===== src/inc/accx_pkg.sv =====
// Purpose: shared constants, types and helpers of the calibration correction stage
// Assumes: 24-bit conversion words, parallel register port from the serial front end
// Notes: gains are unsigned with unity at 2^23; offsets are two's complement
package accx_pkg;

	// register word offsets
	localparam logic [7:0] ADDR_CH4_LOW = 8'h0c;
	localparam logic [7:0] ADDR_CH5_LOW = 8'h0d;
	localparam logic [7:0] ADDR_SYS_OFF = 8'h0e;
	localparam logic [7:0] ADDR_SYS_GAIN = 8'h0f;
	localparam logic [7:0] ADDR_SELF_OFF = 8'h10;
	localparam logic [7:0] ADDR_SELF_GAIN = 8'h11;

	// reset values
	localparam logic [23:0] RST_CH4_LOW = 24'h000000;
	localparam logic [23:0] RST_CH5_LOW = 24'h000000;
	localparam logic [23:0] RST_SYS_OFF = 24'h000000;
	localparam logic [23:0] RST_SYS_GAIN = 24'h7fffff;
	localparam logic [23:0] RST_SELF_OFF = 24'h000000;
	localparam logic [23:0] RST_SELF_GAIN = 24'hbf851b;

	// gain binary point: unity gain is 2^23, full code is close to 2x
	localparam int GAIN_FRAC_BITS = 23;

	// channels that own a lower limit
	localparam logic [2:0] CHAN_FOUR = 3'h4;
	localparam logic [2:0] CHAN_FIVE = 3'h5;

	// which internal calibration result the engine delivers
	localparam logic [1:0] CAL_KIND_SYS_OFF = 2'h0;
	localparam logic [1:0] CAL_KIND_SYS_GAIN = 2'h1;
	localparam logic [1:0] CAL_KIND_SELF_OFF = 2'h2;
	localparam logic [1:0] CAL_KIND_SELF_GAIN = 2'h3;

	// one conversion word moving down the pipe
	typedef struct packed {
		logic valid;
		logic [2:0] chan;
		logic [23:0] data;
	} accx_sample_s;

	// control bits of the third control register
	typedef struct packed {
		logic cal_readback_select;
		logic sys_offset_bypass;
		logic sys_gain_bypass;
		logic self_offset_bypass;
		logic self_gain_bypass;
		logic unipolar;
	} accx_ctrl_s;

	// calibrations in progress
	typedef struct packed {
		logic self_cal;
		logic sys_off;
		logic sys_gain;
	} accx_busy_s;

	// result word handed over by the calibration engine
	typedef struct packed {
		logic valid;
		logic [1:0] kind;
		logic [23:0] value;
	} accx_calres_s;

	// clamp a wide signed value into the 24-bit two's complement range
	function automatic logic [23:0] accx_sat24(input logic signed [49:0] v);
		if (v > 50'sh7fffff) begin
			return 24'h7fffff;
		end else if (v < -50'sh800000) begin
			return 24'h800000;
		end
		return v[23:0];
	endfunction

endpackage


===== src/rtl/accx_off_stage.sv =====
// Purpose: one offset subtraction step of the correction pipe
// Assumes: offset is two's complement, result saturates
// Notes: one cycle of latency whether bypassed or not
`timescale 1ns/1ps
module accx_off_stage
	import accx_pkg::*;
(
	// clock and reset
	input wire logic clock,
	input wire logic rst,
	// data
	input accx_sample_s in_s,
	output accx_sample_s out_ff,
	// settings
	input wire logic [23:0] offset,
	input wire logic bypass
);

	logic signed [49:0] diff;

	// sign-extend both sides so the clamp sees the true difference
	assign diff = 50'(signed'(in_s.data)) - 50'(signed'(offset));

	// bypass keeps the latency so channel tags stay aligned
	always_ff @(posedge clock) begin
		if (rst) begin
			out_ff <= '0;
		end else begin
			out_ff.valid <= in_s.valid;
			out_ff.chan <= in_s.chan;
			out_ff.data <= bypass ? in_s.data : accx_sat24(diff);
		end
	end

endmodule


===== src/rtl/accx_gain_stage.sv =====
// Purpose: one gain multiplication step of the correction pipe
// Assumes: gain unsigned, unity at 2^FRAC
// Notes: product is truncated toward minus infinity, then clamped
`timescale 1ns/1ps
module accx_gain_stage
	import accx_pkg::*;
#(
	parameter int FRAC = GAIN_FRAC_BITS
) (
	// clock and reset
	input wire logic clock,
	input wire logic rst,
	// data
	input accx_sample_s in_s,
	output accx_sample_s out_ff,
	// settings
	input wire logic [23:0] gain,
	input wire logic bypass
);

	logic signed [49:0] prod;
	logic signed [49:0] scaled;

	// gain gets a zero sign bit so it is never read as negative
	assign prod = 50'(signed'(in_s.data)) * 50'(signed'({1'b0, gain}));
	assign scaled = prod >>> FRAC;

	// bypass keeps the latency so channel tags stay aligned
	always_ff @(posedge clock) begin
		if (rst) begin
			out_ff <= '0;
		end else begin
			out_ff.valid <= in_s.valid;
			out_ff.chan <= in_s.chan;
			out_ff.data <= bypass ? in_s.data : accx_sat24(scaled);
		end
	end

endmodule


===== src/rtl/accx_cal_correct.sv =====
// Purpose: calibration correction stage with its calibration and lower-limit registers
// Assumes: a serial front end turns host transfers into single-cycle word strobes
// Notes: five-cycle pipe; user values steer the pipe, engine results are kept apart
//
// What this block does
// - keeps a 24-bit lower limit for channels 4 and 5 and flags results below it.
// - holds the system offset as a 24-bit two's complement word moved msb first.
// - a calibration read gives the user value when readback select is 1, else the engine.
// - the engine result read path is only valid while a conversion is running.
// - a system calibration keeps its result apart and leaves the user words alone.
// - with the system offset bypass at 0 the system offset is subtracted.
// - system offset comes after self corrections, before system gain and the scale.
// - host writes to the system offset are dropped during a system offset calibration.
// - holds the system gain as an unsigned 24-bit word moved msb first.
// - with the system gain bypass at 0 the result is multiplied by up to 2x.
// - host writes to the system gain are dropped during a system gain calibration.
// - with the self offset bypass at 0 the self offset is subtracted first of all.
// - the self offset is a two's complement word that self calibration never overwrites.
// - host writes to the self offset are dropped during a self calibration.
// - with the self gain bypass at 0 the self gain scales before the system steps.
`timescale 1ns/1ps
module accx_cal_correct
	import accx_pkg::*;
(
	// clock and reset
	input wire logic clock,
	input wire logic rst,
	// register port from the serial front end
	input wire logic reg_wr_en,
	input wire logic reg_rd_en,
	input wire logic [7:0] reg_addr,
	input wire logic [23:0] reg_wdata,
	output logic [23:0] reg_rdata_ff,
	output logic reg_rvalid_ff,
	output logic reg_rok_ff,
	// control and status from the sequencer
	input accx_ctrl_s ctrl,
	input accx_busy_s busy,
	input wire logic conv_active,
	input accx_calres_s cal_res,
	// conversion words
	input accx_sample_s raw_s,
	output accx_sample_s result_ff,
	output logic below_limit_ff
);

	// user copies steer the pipe; engine copies are only ever read back
	logic [23:0] ch4_low_ff;
	logic [23:0] ch5_low_ff;
	logic [23:0] sys_off_ff;
	logic [23:0] sys_gain_ff;
	logic [23:0] self_off_ff;
	logic [23:0] self_gain_ff;
	logic [23:0] int_sys_off_ff;
	logic [23:0] int_sys_gain_ff;
	logic [23:0] int_self_off_ff;
	logic [23:0] int_self_gain_ff;
	// pipe taps, one per correction step
	accx_sample_s s1;
	accx_sample_s s2;
	accx_sample_s s3;
	accx_sample_s s4;
	logic signed [49:0] doubled;
	logic [23:0] nxt_data;
	logic nxt_below;
	logic [23:0] nxt_rdata;
	logic nxt_rok;

	// word offsets hold the user registers; writes while a matching calibration runs are lost
	// a dropped write leaves no trace, so the host must check busy before relying on it
	always_ff @(posedge clock) begin
		if (rst) begin
			ch4_low_ff <= RST_CH4_LOW;
			ch5_low_ff <= RST_CH5_LOW;
			sys_off_ff <= RST_SYS_OFF;
			sys_gain_ff <= RST_SYS_GAIN;
			self_off_ff <= RST_SELF_OFF;
			self_gain_ff <= RST_SELF_GAIN;
		end else if (reg_wr_en) begin
			unique case (reg_addr)
				ADDR_CH4_LOW: ch4_low_ff <= reg_wdata;
				ADDR_CH5_LOW: ch5_low_ff <= reg_wdata;
				ADDR_SYS_OFF: begin
					if (!busy.sys_off) begin
						sys_off_ff <= reg_wdata;
					end
				end
				ADDR_SYS_GAIN: begin
					if (!busy.sys_gain) begin
						sys_gain_ff <= reg_wdata;
					end
				end
				ADDR_SELF_OFF: begin
					if (!busy.self_cal) begin
						self_off_ff <= reg_wdata;
					end
				end
				ADDR_SELF_GAIN: begin
					if (!busy.self_cal) begin
						self_gain_ff <= reg_wdata;
					end
				end
				default: ; // unmapped writes are ignored
			endcase
		end
	end

	// engine results land in their own words, never in the user copies
	// no host path reaches these, so a write can never collide with a result
	always_ff @(posedge clock) begin
		if (rst) begin
			int_sys_off_ff <= RST_SYS_OFF;
			int_sys_gain_ff <= RST_SYS_GAIN;
			int_self_off_ff <= RST_SELF_OFF;
			int_self_gain_ff <= RST_SELF_GAIN;
		end else if (cal_res.valid) begin
			unique case (cal_res.kind)
				CAL_KIND_SYS_OFF: int_sys_off_ff <= cal_res.value;
				CAL_KIND_SYS_GAIN: int_sys_gain_ff <= cal_res.value;
				CAL_KIND_SELF_OFF: int_self_off_ff <= cal_res.value;
				CAL_KIND_SELF_GAIN: int_self_gain_ff <= cal_res.value;
			endcase
		end
	end

	// read mux; engine words only while converting, else zero with the ok flag low
	// a read and a write in the same cycle return the old word
	always_comb begin
		nxt_rdata = 24'h000000;
		nxt_rok = 1'b1;
		unique case (reg_addr)
			ADDR_CH4_LOW: nxt_rdata = ch4_low_ff;
			ADDR_CH5_LOW: nxt_rdata = ch5_low_ff;
			ADDR_SYS_OFF: nxt_rdata = ctrl.cal_readback_select ? sys_off_ff : int_sys_off_ff;
			ADDR_SYS_GAIN: nxt_rdata = ctrl.cal_readback_select ? sys_gain_ff : int_sys_gain_ff;
			ADDR_SELF_OFF: nxt_rdata = ctrl.cal_readback_select ? self_off_ff : int_self_off_ff;
			ADDR_SELF_GAIN: begin
				nxt_rdata = ctrl.cal_readback_select ? self_gain_ff : int_self_gain_ff;
			end
			default: nxt_rok = 1'b0;
		endcase
		if (reg_addr >= ADDR_SYS_OFF && reg_addr <= ADDR_SELF_GAIN && !ctrl.cal_readback_select
			&& !conv_active) begin
			nxt_rdata = 24'h000000;
			nxt_rok = 1'b0;
		end
	end

	// read answer one cycle after the strobe
	always_ff @(posedge clock) begin
		if (rst) begin
			reg_rdata_ff <= 24'h000000;
			reg_rvalid_ff <= 1'b0;
			reg_rok_ff <= 1'b0;
		end else begin
			reg_rvalid_ff <= reg_rd_en;
			if (reg_rd_en) begin
				reg_rdata_ff <= nxt_rdata;
				reg_rok_ff <= nxt_rok;
			end
		end
	end

	// each stage reads its settings live; a change mid-flight only hits later stages
	// self offset first of all
	accx_off_stage u_self_off (
		.clock(clock),
		.rst(rst),
		.in_s(raw_s),
		.out_ff(s1),
		.offset(self_off_ff),
		.bypass(ctrl.self_offset_bypass)
	);

	// self gain on the self-offset-corrected word
	accx_gain_stage #(.FRAC(GAIN_FRAC_BITS)) u_self_gain (
		.clock(clock),
		.rst(rst),
		.in_s(s1),
		.out_ff(s2),
		.gain(self_gain_ff),
		.bypass(ctrl.self_gain_bypass)
	);

	// system offset after both self steps
	accx_off_stage u_sys_off (
		.clock(clock),
		.rst(rst),
		.in_s(s2),
		.out_ff(s3),
		.offset(sys_off_ff),
		.bypass(ctrl.sys_offset_bypass)
	);

	// system gain on the offset-corrected word, up to 2x
	accx_gain_stage #(.FRAC(GAIN_FRAC_BITS)) u_sys_gain (
		.clock(clock),
		.rst(rst),
		.in_s(s3),
		.out_ff(s4),
		.gain(sys_gain_ff),
		.bypass(ctrl.sys_gain_bypass)
	);

	// unipolar doubles last, bipolar passes 1x; limit test uses the final word
	// doubling after the gains keeps the gain range the same in both polarities
	assign doubled = 50'(signed'(s4.data)) <<< 1;
	always_comb begin
		nxt_data = ctrl.unipolar ? accx_sat24(doubled) : s4.data;
		nxt_below = 1'b0;
		if (s4.valid && s4.chan == CHAN_FOUR) begin
			nxt_below = signed'(nxt_data) < signed'(ch4_low_ff);
		end else if (s4.valid && s4.chan == CHAN_FIVE) begin
			nxt_below = signed'(nxt_data) < signed'(ch5_low_ff);
		end
	end

	// the limit flag travels with its word so it is never paired with another sample
	// output register
	always_ff @(posedge clock) begin
		if (rst) begin
			result_ff <= '0;
			below_limit_ff <= 1'b0;
		end else begin
			result_ff.valid <= s4.valid;
			result_ff.chan <= s4.chan;
			result_ff.data <= nxt_data;
			below_limit_ff <= nxt_below;
		end
	end
endmodule


===== config.mk =====
export PLATFORM = sky130hd
export DESIGN_NAME = accx_cal_correct
export DESIGN_NICKNAME = d
export VERILOG_FILES = /design/src/inc/accx_pkg.sv /design/src/rtl/accx_off_stage.sv /design/src/rtl/accx_gain_stage.sv /design/src/rtl/accx_cal_correct.sv
export SDC_FILE = /design/constraint.sdc
export NUM_CORES = 2
export LEC_CHECK = 0
export ABC_AREA = 1
export BUFFER_PORTS_ARGS = -buffer_cell sky130_fd_sc_hd__buf_2
export CAP_MARGIN = 20
export CORE_MARGIN = 4
export CORE_UTILIZATION = 40
export CTS_BUF_LIST = sky130_fd_sc_hd__clkbuf_8 sky130_fd_sc_hd__clkbuf_16
export CTS_CLUSTER_DIAMETER = 60
export CTS_CLUSTER_SIZE = 40
export DETAILED_ROUTE_END_ITERATION = 6
export HOLD_SLACK_MARGIN = 0.06
export SLEW_MARGIN = 0
export SYNTH_ARGS = -nofsm -noshare
export SYNTH_HDL_FRONTEND = slang
export SYNTH_SLANG_ARGS = --single-unit

===== constraint.sdc =====
create_clock -name clock -period 10.3 [get_ports clock]
set_clock_uncertainty 0.15 [all_clocks]
set_input_delay 1.03 -clock clock [delete_from_list [all_inputs] [get_ports clock]]
set_output_delay 1.03 -clock clock [all_outputs]
set_load 0.01 [all_outputs]

==> impl.org <==
** Drt
- First-pass iteration count of the detailed router :: 6
- Wire segments on met3 add up to 15,400 µm in the final route.
- Via density per instance :: ~5.1
- The final layout contains routed wiring with a total length of 210,000 µm.
- In the final routed layout, each cell accounts on average for 20.2 µm.
- The detailed router placed 53,400 vias in this run.
- Length of routed met2 wiring :: 99,000 µm
- For this run, design rule violations remaining after detail routing come to 0.
- Highest routing layer actually used :: met4
- In this run, the number of DRC markers left after iteration 0 of detailed routing was 4,532.
- For this block, wires on met1 add up to ~86,000 µm.
- Number of nets with antenna violations after detailed routing :: 0

** Global routing
- Pin count of the biggest net entering global routing :: 161
- Overall overflow remaining after global route :: 0
- Global routing consumed, over all layers together, 26.4% of the routing resources.
- Wire length of the first global-routing pass :: 325,000 µm
- The number of antenna violations at the first check in global routing is 3.
- Vias in the first global route :: 54,600

** Synth
- Share of synthesized area occupied by flip-flops and latches :: 13.3%
- In this run the cell area of the synthesized design comes to 0.0614 mm².
- Synthesis handed over a netlist of between 8,000 and 9,000 instances.
- By instance count, the leading cell after synthesis is sky130_fd_sc_hd__nand2_1.
- After synthesis, the share of flip-flops with an asynchronous set or reset is 0%.
- Yosys mapped a number of flops with a built-in enable equal to 0.
- In this run, synthesis produced a sequential element count of 407.
- Averaged over all synthesized cells, the footprint is ~7 µm².
- The number of nets handed over by synthesis was 10,100.
- After synthesis, the most frequently instantiated cells are 2,221 x sky130_fd_sc_hd__nand2_1, 2,210 x sky130_fd_sc_hd__inv_1, 964 x sky130_fd_sc_hd__fa_1, 491 x sky130_fd_sc_hd__ha_1, 482 x sky130_fd_sc_hd__o21ai_0.
- Area contributors post-synth :: sky130_fd_sc_hd__fa_1 31%, sky130_fd_sc_hd__nand2_1 14%, sky130_fd_sc_hd__inv_1 14%, sky130_fd_sc_hd__dfxtp_1 13%, sky130_fd_sc_hd__ha_1 10%
- The Yosys step of the flow raised 0 warnings.
- The most used flip-flop cell after synthesis is sky130_fd_sc_hd__dfxtp_1.
- After synthesis, the largest area contributor takes up a little under a third of total cell area.
- Number of distinct standard cells referenced by the synthesized netlist :: 53
- The synthesized design spends more area on one cell type than any other, namely sky130_fd_sc_hd__fa_1.

** Cells and area
- Compared with the post-synthesis result, the final layout area differs by 6.48%.
- Excluding fillers, the count of instances in the completed layout stands at approximately 10,000.
- Share of layout cells above drive strength 1 :: 4.94%
- After the last flow step, the layout net total stands at between 9,000 and 10,000.
- Number of antenna repair diodes :: 0

** Clock network
- Hold-fix buffers, CTS :: 0
- Once the clock tree was built, the setup fixing pass inserted 0 buffers.
- CTS Buf Count :: 43
- TritonCTS clock tree :: done
- Clock tree synthesis selected as its root buffer the cell sky130_fd_sc_hd__clkbuf_16.
- For the worst-skew pair, the clock arrives at the later sink with an insertion delay of around 650 ps.
- Post-cts repair resize count :: 0
- H-tree levels :: 2
- The clock net in this run drives a total of 407 sinks.
- Buffer levels on the longest clock path :: 3
- Clock transition at path regs :: approximately 90 ps

** Timing
- In the final timing run, aggregate negative setup slack is 0 ps.
- Setup WS post-layout :: about 2200 ps
- Endpoints failing hold :: 0
- Worst max-slew margin expressed relative to the limit :: 24.5%
- Fraction of the cycle the final worst path needs :: ~79%
- For the finished layout, the period the worst path requires is 8110 ps.
- For the pin with the worst max-slew slack, the measured transition is 1130 ps.
- Final slew viol count :: 0
- Setup repair after global routing left no endpoint under its margin.
- For this run, the top clock speed supported by timing is roughly 120 MHz.
- Number of endpoints failing setup at the final stage :: 0

** Run
- Max-cap violations in this run came to 0.

** Critical path
- Slowest library cell on the worst path :: sky130_fd_sc_hd__dfxtp_1
- CP Capture Type :: register
- By instance count, the cell type seen most on the critical path is sky130_fd_sc_hd__nand2_1.
- STA puts the critical path data required time at 10,610 ps.
- For flop-to-flop paths, the worst setup slack is 2190 ps.
- Data on the critical path arrives at its endpoint at approximately 8400 ps.
- In this run the worst path has a maximum fanout of 23.
- For this run, the slowest stage of the critical path takes approximately 940 ps.
- Setup CP Type :: reg -> reg
- Kind of launch point of the worst setup path :: register

** Placed design
- Summed over all nets, the half-perimeter wirelength after detailed placement is 164,000 µm.
- Port bufs :: 155
- Inst Count DP :: 10,400
- RePlAce Congestion :: approximately 0.98
- OpenSTA, run right after detailed placement, puts the worst setup slack at 2260 ps.

** Hold path
- The path class of the tightest hold or removal check is reg -> reg.

** Floorplan
- Chip width :: 400 µm
- Number of I/O pins :: 156
- The floorplan has 143 rows.
- The region available for standard cell placement spans 0.152 mm².
- Initial standard-cell utilization of the core :: 40.3%
- In this run the vertical extent of the chip is around 400 µm.
- Total die area :: between 0.15 and 0.2 mm²

** Run status
- Status :: completed
-- final timing paths --
check / from / to / depth (start not counted)
worst max-delay path: self_gain_ff[17] / u_self_gain.out_ff[1] / 27
worst max register to register: self_gain_ff[17] / u_self_gain.out_ff[1] / 27
worst min-delay path: u_self_off.out_ff[26] / u_self_gain.out_ff[26] / 2
worst min register to register: u_self_off.out_ff[26] / u_self_gain.out_ff[26] / 2
-- worst max-delay path, delay by kind of cell (launching register included) --
kind,cells,cell delay [ps]
and+or+nand+nor,8,720
DFF,1,940
buffers and inverters,7,680
AOI/OAI and AO/OA,4,1500
adders and majority gates,8,3930
-- state kept, by name (all words and copies together) (netlist names), 28 cells and up --
register and flops:
result_ff 28, u_self_gain.out_ff 28, u_self_off.out_ff 28, u_sys_gain.out_ff 28, u_sys_off.out_ff 28
-- routing by layer --
layer / vias to the layer above / GRT usage, %
met3: 437 / 3.48
met5: - / 0
met4: 0 / 10.1
li1: 24700 / -
met1: 26100 / 34.8
met2: 2134 / 44.1
-- cells by family after synthesis --
| group | share of synthesized area (%) |
|---|---|
| compound gates | 9.55 |
| simple gates | 18.3 |
| mux | 0.0163 |
| flops | 13.3 |
| xor+xnor | 0.970 |
| fa+ha+maj | 41.4 |
| buf+inv | 16.4 |
-- cell type report --
class / count / area, µm²
inverter: 2215 / 8320
multi-input combinational: 5450 / 43200
clock inverter: 33 / 532
clock buffer: 44 / 1090
timing repair buffer: 253 / 1560
fill: 15800 / 86900
tap: 2030 / 2540
sequential: 407 / 8160
-- stage by stage --
stage,util (%),hold slack (ps),area (µm²)
after floorplan,-,238,61400
after global placement,41.9,239,63700
after detailed placement,41.9,244,63800
after CTS,42.9,257,65400
after global routing,43.0,266,65400
final,43.0,254,65400
-- cells in the final DEF (no fill, tap or decap), types with 7 or more instances in the layout --
cell type / netlist / final
sky130_fd_sc_hd__nor2_1: 290 / 287
sky130_fd_sc_hd__nor2_2: 10 / 13
sky130_fd_sc_hd__a21oi_1: 457 / 457
sky130_fd_sc_hd__nand2_1: 2221 / 2221
sky130_fd_sc_hd__o21bai_1: 37 / 37
sky130_fd_sc_hd__a21o_1: 7 / 7
sky130_fd_sc_hd__and2_1: 8 / 8
sky130_fd_sc_hd__nor3_1: 36 / 34
sky130_fd_sc_hd__xor2_1: 38 / 38
sky130_fd_sc_hd__xnor2_1: 30 / 30
sky130_fd_sc_hd__ha_1: 491 / 491
sky130_fd_sc_hd__dfxtp_1: 407 / 396
sky130_fd_sc_hd__clkbuf_16: 0 / 43
sky130_fd_sc_hd__o21ai_0: 482 / 482
sky130_fd_sc_hd__dfxtp_2: 0 / 11
sky130_fd_sc_hd__nand2_2: 7 / 7
sky130_fd_sc_hd__buf_2: 27 / 153
sky130_fd_sc_hd__o211ai_1: 69 / 69
sky130_fd_sc_hd__buf_4: 7 / 98
sky130_fd_sc_hd__or2_2: 24 / 24
sky130_fd_sc_hd__fa_1: 964 / 964
sky130_fd_sc_hd__inv_1: 2210 / 2210
sky130_fd_sc_hd__a21oi_2: 13 / 13
sky130_fd_sc_hd__nand4_1: 52 / 52
sky130_fd_sc_hd__nand3_1: 163 / 163
sky130_fd_sc_hd__o22ai_1: 9 / 9
Power is not shown: default switching activity piles up to over one toggle a cycle in this logic, so the estimate is an artifact.
